--- src/rtc_cal_defs.vh ---
// Constants for the one-second tick generator and its daily calibration.
// Assumes inclusion by bare name from the design files under src/.
`ifndef RTC_CAL_DEFS_VH
`define RTC_CAL_DEFS_VH

// ==========================================================
// Register indexes (byte address is four times the index)
`define IDX_SECONDS 16'h9100
`define IDX_MINUTES 16'h9101
`define IDX_HOURS 16'h9102
`define IDX_DIV_BYTE0 16'h9130
`define IDX_DIV_BYTE1 16'h9131
`define IDX_DIV_BYTE2 16'h9132
`define IDX_DAILY_RATE_TRIM 16'h9133
`define IDX_CAL_STATUS 16'h9134
`define ADDR_W 20

// ==========================================================
// Reset values and field layout
`define DIV_RESET 24'h0aec85
`define TRIM_RESET 8'h00
`define TRIM_CODE_W 5
`define STAT_PHASE_BIT 0
`define STAT_SKIP_BIT 1
`define STAT_ADD_BIT 2

// ==========================================================
// Timing counts
`define PRESCALE_DIV 5
`define CORR_HOURS 5'h00
`define CORR_MINUTES 6'h00
`define CORR_SECONDS 6'h1e

`endif

--- src/second_divider.v ---
// Prescaler and programmable divider that turn the crystal into one tick a second.
// Assumes xtal_in is a crystal-rate square wave well below half the hclk rate.
`timescale 1ns/1ps
`include "rtc_cal_defs.vh"

module second_divider #(
	parameter PRESCALE = `PRESCALE_DIV,
	parameter DIV_W = 24
) (
	input wire hclk,
	input wire hresetn,
	input wire ce,
	input wire xtal_in,
	input wire [DIV_W-1:0] div_value,
	output reg tick
);
	// ==========================================================
	// Pin synchroniser and edge detect
	reg xtal_meta;
	reg xtal_sync;
	reg xtal_last;
	reg [2:0] pre_cnt;
	reg [DIV_W-1:0] div_cnt;
	wire xtal_rise;
	wire pre_done;
	wire [DIV_W-1:0] div_last;

	assign xtal_rise = xtal_sync & ~xtal_last;
	assign pre_done = xtal_rise && (pre_cnt == PRESCALE[2:0] - 3'h1);
	// A zero divider would wrap to an all-ones terminal count; treat it as divide by one
	assign div_last = (div_value == {DIV_W{1'b0}}) ? {DIV_W{1'b0}} :
		div_value - {{(DIV_W-1){1'b0}}, 1'b1};

	always @(posedge hclk or negedge hresetn) begin
		if (!hresetn) begin
			xtal_meta <= 1'b0;
			xtal_sync <= 1'b0;
			xtal_last <= 1'b0;
			pre_cnt <= 3'h0;
			div_cnt <= {DIV_W{1'b0}};
			tick <= 1'b0;
		end else if (ce) begin
			xtal_meta <= xtal_in;
			xtal_sync <= xtal_meta;
			xtal_last <= xtal_sync;
			tick <= 1'b0;
			if (xtal_rise) begin
				// Fixed divide by five ahead of the programmable stage
				if (pre_done)
					pre_cnt <= 3'h0;
				else
					pre_cnt <= pre_cnt + 3'h1;
			end
			if (pre_done) begin
				// Terminal count of the programmable stage gives the tick
				if (div_cnt >= div_last) begin
					div_cnt <= {DIV_W{1'b0}};
					tick <= 1'b1;
				end else begin
					div_cnt <= div_cnt + {{(DIV_W-1){1'b0}}, 1'b1};
				end
			end
		end
	end
endmodule

--- src/rtc_one_hz_calibration.v ---
// One-second tick generation, time-of-day count and daily seconds trim, with an
// AHB-Lite register slave. Assumes a single master with this slave alone on hready.
//
// Decided for this implementation: the AHB-Lite slave port.
`timescale 1ns/1ps
`include "rtc_cal_defs.vh"

// What this block does
// - Crystal divided by five, then programmable divider
// - Divider resets to 715909 for one hertz
// - Divider value is three bytes, byte 0 lowest
// - Only trim bits 4:0 act on correction
// - Trim code is signed steps of 5.8 ppm
// - Day one floor, day two ceil of half
// - Day one and day two amounts alternate forever
// - Correction applied only at 00:00:30
// - Negative correction discards that many ticks
module rtc_one_hz_calibration #(
	parameter DIV_W = 24,
	parameter [DIV_W-1:0] DIV_DEFAULT = `DIV_RESET
) (
	input wire hclk,
	input wire hresetn,
	input wire ce,
	input wire xtal_in,
	input wire hsel,
	input wire [`ADDR_W-1:0] haddr,
	input wire [1:0] htrans,
	input wire hwrite,
	input wire [2:0] hsize,
	input wire [31:0] hwdata,
	input wire hready,
	output wire hreadyout,
	output wire hresp,
	output reg [31:0] hrdata,
	output reg second_tick,
	output reg [5:0] seconds,
	output reg [5:0] minutes,
	output reg [4:0] hours
);
	// ==========================================================
	// Helper functions
	function [16:0] next_time;
		input [16:0] now;
		reg [4:0] h;
		reg [5:0] m;
		reg [5:0] s;
		begin
			h = now[16:12];
			m = now[11:6];
			s = now[5:0];
			if (s >= 6'h3b) begin
				s = 6'h00;
				if (m >= 6'h3b) begin
					m = 6'h00;
					if (h >= 5'h17)
						h = 5'h00;
					else
						h = h + 5'h01;
				end else begin
					m = m + 6'h01;
				end
			end else begin
				s = s + 6'h01;
			end
			next_time = {h, m, s};
		end
	endfunction

	function [15:0] reg_index;
		input [`ADDR_W-1:0] a;
		begin
			reg_index = a[17:2];
		end
	endfunction

	// ==========================================================
	// Bus slave
	reg [DIV_W-1:0] div_value;
	reg [7:0] daily_rate_trim;
	reg day_phase;
	reg [3:0] skip_cnt;
	reg [3:0] add_pend;
	reg dp_write;
	reg [15:0] dp_index;
	wire addr_take;
	wire tick;
	wire [16:0] now_time;
	wire [16:0] inc_time;
	wire [4:0] trim_code;
	wire [4:0] trim_mag;
	wire [3:0] day_amount;
	wire corr_instant;
	wire wr_time;

	// Wait states only while the clock enable holds the block frozen
	assign hreadyout = ce;
	assign hresp = 1'b0;
	assign addr_take = ce && hready && hsel && htrans[1];

	always @(posedge hclk or negedge hresetn) begin
		if (!hresetn) begin
			dp_write <= 1'b0;
			dp_index <= 16'h0000;
			hrdata <= 32'h00000000;
		end else if (ce) begin
			if (hready) begin
				dp_write <= addr_take && hwrite;
				dp_index <= reg_index(haddr);
			end
			if (addr_take && !hwrite) begin
				// Read data is sampled at the address phase, stable through the data phase
				case (reg_index(haddr))
				`IDX_SECONDS: hrdata <= {26'h0000000, seconds};
				`IDX_MINUTES: hrdata <= {26'h0000000, minutes};
				`IDX_HOURS: hrdata <= {27'h0000000, hours};
				`IDX_DIV_BYTE0: hrdata <= {24'h000000, div_value[7:0]};
				`IDX_DIV_BYTE1: hrdata <= {24'h000000, div_value[15:8]};
				`IDX_DIV_BYTE2: hrdata <= {24'h000000, div_value[23:16]};
				`IDX_DAILY_RATE_TRIM: hrdata <= {24'h000000, daily_rate_trim};
				`IDX_CAL_STATUS: hrdata <= {29'h00000000, add_pend != 4'h0,
					skip_cnt != 4'h0, day_phase};
				default: hrdata <= 32'h00000000;
				endcase
			end
		end
	end

	// ==========================================================
	// Divider and trim registers
	always @(posedge hclk or negedge hresetn) begin
		if (!hresetn) begin
			div_value <= DIV_DEFAULT;
			daily_rate_trim <= `TRIM_RESET;
		end else if (ce && hready && dp_write) begin
			case (dp_index)
			`IDX_DIV_BYTE0: div_value[7:0] <= hwdata[7:0];
			`IDX_DIV_BYTE1: div_value[15:8] <= hwdata[7:0];
			`IDX_DIV_BYTE2: div_value[23:16] <= hwdata[7:0];
			`IDX_DAILY_RATE_TRIM: daily_rate_trim <= hwdata[7:0];
			default: ;
			endcase
		end
	end

	second_divider #(
		.PRESCALE(`PRESCALE_DIV),
		.DIV_W(DIV_W)
	) u_divider (
		.hclk(hclk),
		.hresetn(hresetn),
		.ce(ce),
		.xtal_in(xtal_in),
		.div_value(div_value),
		.tick(tick)
	);

	// ==========================================================
	// Daily correction amount
	// Upper trim bits are stored for readback but never reach the arithmetic
	assign trim_code = daily_rate_trim[`TRIM_CODE_W-1:0];
	// Two's-complement code, 5.8 ppm per step; magnitude reaches 16 for 10000
	assign trim_mag = trim_code[4] ? (5'h00 - trim_code) : trim_code;
	// Day one takes the floor of half, day two the ceiling
	assign day_amount = day_phase ? (trim_mag[4:1] + {3'h0, trim_mag[0]}) : trim_mag[4:1];

	assign now_time = {hours, minutes, seconds};
	assign inc_time = next_time(now_time);
	assign corr_instant = (inc_time == {`CORR_HOURS, `CORR_MINUTES, `CORR_SECONDS});
	assign wr_time = ce && hready && dp_write &&
		(dp_index == `IDX_SECONDS || dp_index == `IDX_MINUTES || dp_index == `IDX_HOURS);

	// ==========================================================
	// Time count and correction sequencing
	always @(posedge hclk or negedge hresetn) begin
		if (!hresetn) begin
			seconds <= 6'h00;
			minutes <= 6'h00;
			hours <= 5'h00;
			day_phase <= 1'b0;
			skip_cnt <= 4'h0;
			add_pend <= 4'h0;
			second_tick <= 1'b0;
		end else if (ce) begin
			second_tick <= tick;
			if (wr_time) begin
				// A software time write overrides any correction in progress
				case (dp_index)
				`IDX_SECONDS: seconds <= hwdata[5:0];
				`IDX_MINUTES: minutes <= hwdata[5:0];
				default: hours <= hwdata[4:0];
				endcase
				skip_cnt <= 4'h0;
				add_pend <= 4'h0;
			end else if (tick) begin
				if (skip_cnt != 4'h0) begin
					// Discarded tick: the time stands still
					skip_cnt <= skip_cnt - 4'h1;
				end else begin
					{hours, minutes, seconds} <= inc_time;
					if (corr_instant) begin
						if (trim_code[4])
							skip_cnt <= day_amount;
						else
							add_pend <= day_amount;
						day_phase <= ~day_phase;
					end
				end
			end else if (add_pend != 4'h0) begin
				// Extra seconds go in one per cycle, carrying like a normal tick
				{hours, minutes, seconds} <= inc_time;
				add_pend <= add_pend - 4'h1;
			end
		end
	end
endmodule

--- config.mk ---
export PLATFORM = sky130hd
export DESIGN_NAME = rtc_one_hz_calibration
export DESIGN_NICKNAME = d
export VERILOG_FILES = /design/src/second_divider.v /design/src/rtc_one_hz_calibration.v
export VERILOG_INCLUDE_DIRS = /design/src /design/src/src
export SDC_FILE = /design/constraint.sdc
export NUM_CORES = 1
export LEC_CHECK = 0
export ABC_AREA = 1
export CAP_MARGIN = 5
export CORE_MARGIN = 2
export CORE_UTILIZATION = 25
export CTS_CLUSTER_SIZE = 28
export DETAILED_ROUTE_END_ITERATION = 10
export DONT_BUFFER_PORTS = 1
export PLACE_DENSITY_LB_ADDON = 0.15
export SETUP_SLACK_MARGIN = 0.3
export SYNTH_ARGS = -nofsm -noshare
export SYNTH_HDL_FRONTEND = slang
export SYNTH_HIERARCHICAL = 1
export SYNTH_SLANG_ARGS = --single-unit
--- constraint.sdc ---
create_clock -name hclk -period 4.8 [get_ports hclk]
set_clock_uncertainty 0.05 [all_clocks]
set_input_delay 0.24 -clock hclk [delete_from_list [all_inputs] [get_ports hclk]]
set_output_delay 0.24 -clock hclk [all_outputs]
set_load 0.1 [all_outputs]
==> flow_summary.yaml <==
synthesis:
  synth_edf_count: 0
  ys_ff_latch: 115
  yosysUniqueCellTypes: 46
  ys_warn_count: 6
  netlist.area_leader.share_pct: 32.3
  synth_ff_type: "dfrtp_1"
  synth_top_cell_by_area: "dfrtp_1"
  synth_cells: 1154
  synth.most_common_cell: "nand2_1"
  synthTopCellsByArea: "dfrtp_1 (32%), nand2_1 (15%), nand3_1 (6.7%), inv_1 (6.0%), ha_1 (6.0%)"
  synth_commonest_cells: "nand2_1 (332), inv_1 (131), nor2_1 (111)"
  synth_async_sr_flop_share_pct: 100
  yosysSeqAreaShare_pct: 35.5
  avgSynthCellArea_um2: 7.05
  syn_area_um2: 8140
critical_path:
  path_common_cell: "nand2_1"
  crit_path_max_fanout: 17
  ff2ff_setup_slack_ps: 1380
  path_class: "reg -> reg"
  cp_cell_sequence: "inv_1, ha_1, nand2_1, nor2_1, nand2_1, inv_1, nand3_1, o21ai_0, nand3_1, ha_1, nand2_1, nor2_1, nand2_1, nor2_1, nand2_1, nand3_1, buf_4, a21oi_1"
  end_kind: "flop"
  start_kind: "flop"
  slowest_delay_ps: 390
  crit_slowest_cell: "dfstp_2"
  crit_end: "u_divider/div_cnt[8]$_DFFE_PN0P_"
  critPathArrivalTime_ps: 3650
  r2r-end: "u_divider/div_cnt[8]$_DFFE_PN0P_"
  crit_path_start: "div_value[0]$_DFFE_PN1P_"
  worst-r2r-cell-count: 18
  required_ps: 5030
  r2r-start: "div_value[0]$_DFFE_PN1P_"
drt:
  drc: 0
  ant_nets: 0
  wl_per_cell_um: 15.4
  wl_met2_um: 11900
  vias: 7394
  drt_iter0_drc: 423
  vias_per_cell: 4.51
  wl_um: 25300
  dr.pass1.iters: 5
  route.layer.met1.wl_um: 11800
  wl_met3_um: 1140
  top_layer: "met4"
die:
  top_level_ports: 116
  core_um2: 32300
  die_x_um: 184
  fp-row-count: 66
  start_util_pct: 25.2
  die_h_um: 184
  die-area_um2: 34000
clocking:
  clk_pin_slew_ps: 60
  cts_tree: "done"
  clock-sinks: 115
  cts-root-buf: "clkbuf_16"
  ctsResizeCount: 0
  hold_buffers: 23
  htreeDepth: 4
  insertion_delay_ps: 420
  clock_tree.buffer_depth: 2
  cts_setup_buffers: 0
  numCtsBuffers: 17
grt:
  grt_max_degree: 116
  overflow: 0
  antenna_found_initial: 0
  grt_pass1_wl_um: 40500
  grt_usage_pct: 15.6
  grt_pass1_vias: 7270
final_layout:
  post-route-util_pct: 29.2
  drive_above_1_share_pct: 7.94
  synthToLayoutAreaGrowth_pct: 15.8
  num-nets-final: 1287
  antennaDiodeCount: 0
timing:
  max-slew-margin-rel_pct: 27.0
  period_needed_ps: 3420
  tns_ps: 0
  report.final.setup_viol: 0
  whs_ps: -3.02
  tightestPinTransition_ps: 1090
  finalMaxSlewViolations: 0
  rsz0062_at_grt: "false"
  period_share_pct: 71.2
  hold_violations: 1
  fin_ws_ps: 1380
  max_freq_ghz: 0.293
placed_design:
  place.gp.congestion: 0.863
  portBuffers: 0
  post-place-ws_ps: 1420
  dpl.hpwl_um: 18700
min_path:
  min_path_type: "in -> reg"
  hp-start: "hwdata[0]"
power:
  p_leak_uw: 0.00447
  powerDensity_nw_per_um2: 432
  vdd_ir_drop_max_mv: 0.263
run_status:
  failed_checks: "negative hold slack"
  status: "finished with violations"
run:
  cap_violations: 0
## worst max-delay path: cells and delay by family (launching register included)
family / cells / cell delay, ps
buffers and inverters: 3 / 590
adders and majority gates: 2 / 550
DFF: 1 / 390
AOI/OAI and AO/OA: 2 / 280
and+or+nand+nor: 11 / 1410
## flip-flops by register name (all words and copies together) (netlist names), 3 cells and up
register / count
add_pend: 4
daily_rate_trim: 8
div_value: 24
dp_index: 16
hours: 5
hrdata: 8
minutes: 6
seconds: 6
skip_cnt: 4
u_divider/div_cnt: 24
u_divider/pre_cnt: 3
## kinds of logic (layout without fill, tap and decap cells)
logic type	count (synthesis)	count (layout)	synth area share (%)
compound gates	167	167	11.4
buf+inv	182	201	9.92
other cells	1	25	0.0461
simple gates	625	625	34.4
fa+ha+maj	39	39	6.00
mux	1	1	0.138
flops	115	115	35.5
xor+xnor	24	24	2.58
## placed cells by master (no fill, tap or decap), types with 5 or more instances in the layout
cell type and count:
a21oi_1 34, buf_4 11, clkbuf_16 17, clkinv_2 5, conb_1 25, dfrtp_1 105, dfstp_2 10, dlygate4sd3_1 22
ha_1 39, inv_1 131, nand2_1 332, nand2_2 8, nand3_1 109, nand4_1 19, nor2_1 110, nor2_4 6
nor3_1 12, nor4_1 6, o21ai_0 87, o21ai_1 10, o22ai_1 12, xnor2_1 8, xor2_1 16
## worst min path at each step
stage | cells past startpoint | slack, ps | end
floorplan | 0 | -110 | add_pend[0]$_DFFE_PN0P_
global route | 2 | 30 | div_value[17]$_DFFE_PN1P_
global placement | 0 | -100 | dp_index[8]$_DFFE_PN0P_
detailed placement | 0 | -90 | u_divider/xtal_meta$_DFFE_PN0P_
finish | 2 | -3 | div_value[0]$_DFFE_PN1P_
CTS | 2 | 0.4 | div_value[0]$_DFFE_PN1P_
## area by class of cell
class / instances / area (um^2)
Timing Repair Buffer: 34 / 330
Tap cell: 442 / 553
Multi-Input combinational cell: 881 / 4530
Clock buffer: 21 / 450
Inverter: 135 / 509
Fill cell: 3522 / 22900
Clock inverter: 11 / 160
Sequential cell: 115 / 2890
## power by group
part / total (uW) / leakage (uW) / internal [uW] / switching (uW)
Combinational: 1330 / 0.00267 / 370 / 960
Sequential: 1390 / 0.00150 / 1110 / 285
Clock: 1350 / 0.000297 / 877 / 475
## per-stage QoR
stage,total power (uW),area [um^2],hold WS (ps),instances
final,4070,9430,-3.02,1639
after global routing,4330,9430,25.5,1639
after floorplan,2440,8230,-106,1178
after CTS,4120,9430,0.441,1639
after global placement,2690,8570,-98.3,1584
after detailed placement,2690,8570,-92.3,1584
## routing by layer
layer	vias to the layer above	GRT usage [%]
li1	3768	-
met1	3464	19.7
met2	131	26.0
met3	31	3.62
met4	0	5.09
met5	-	0
Note: power is estimated with default switching activity, not from simulation.
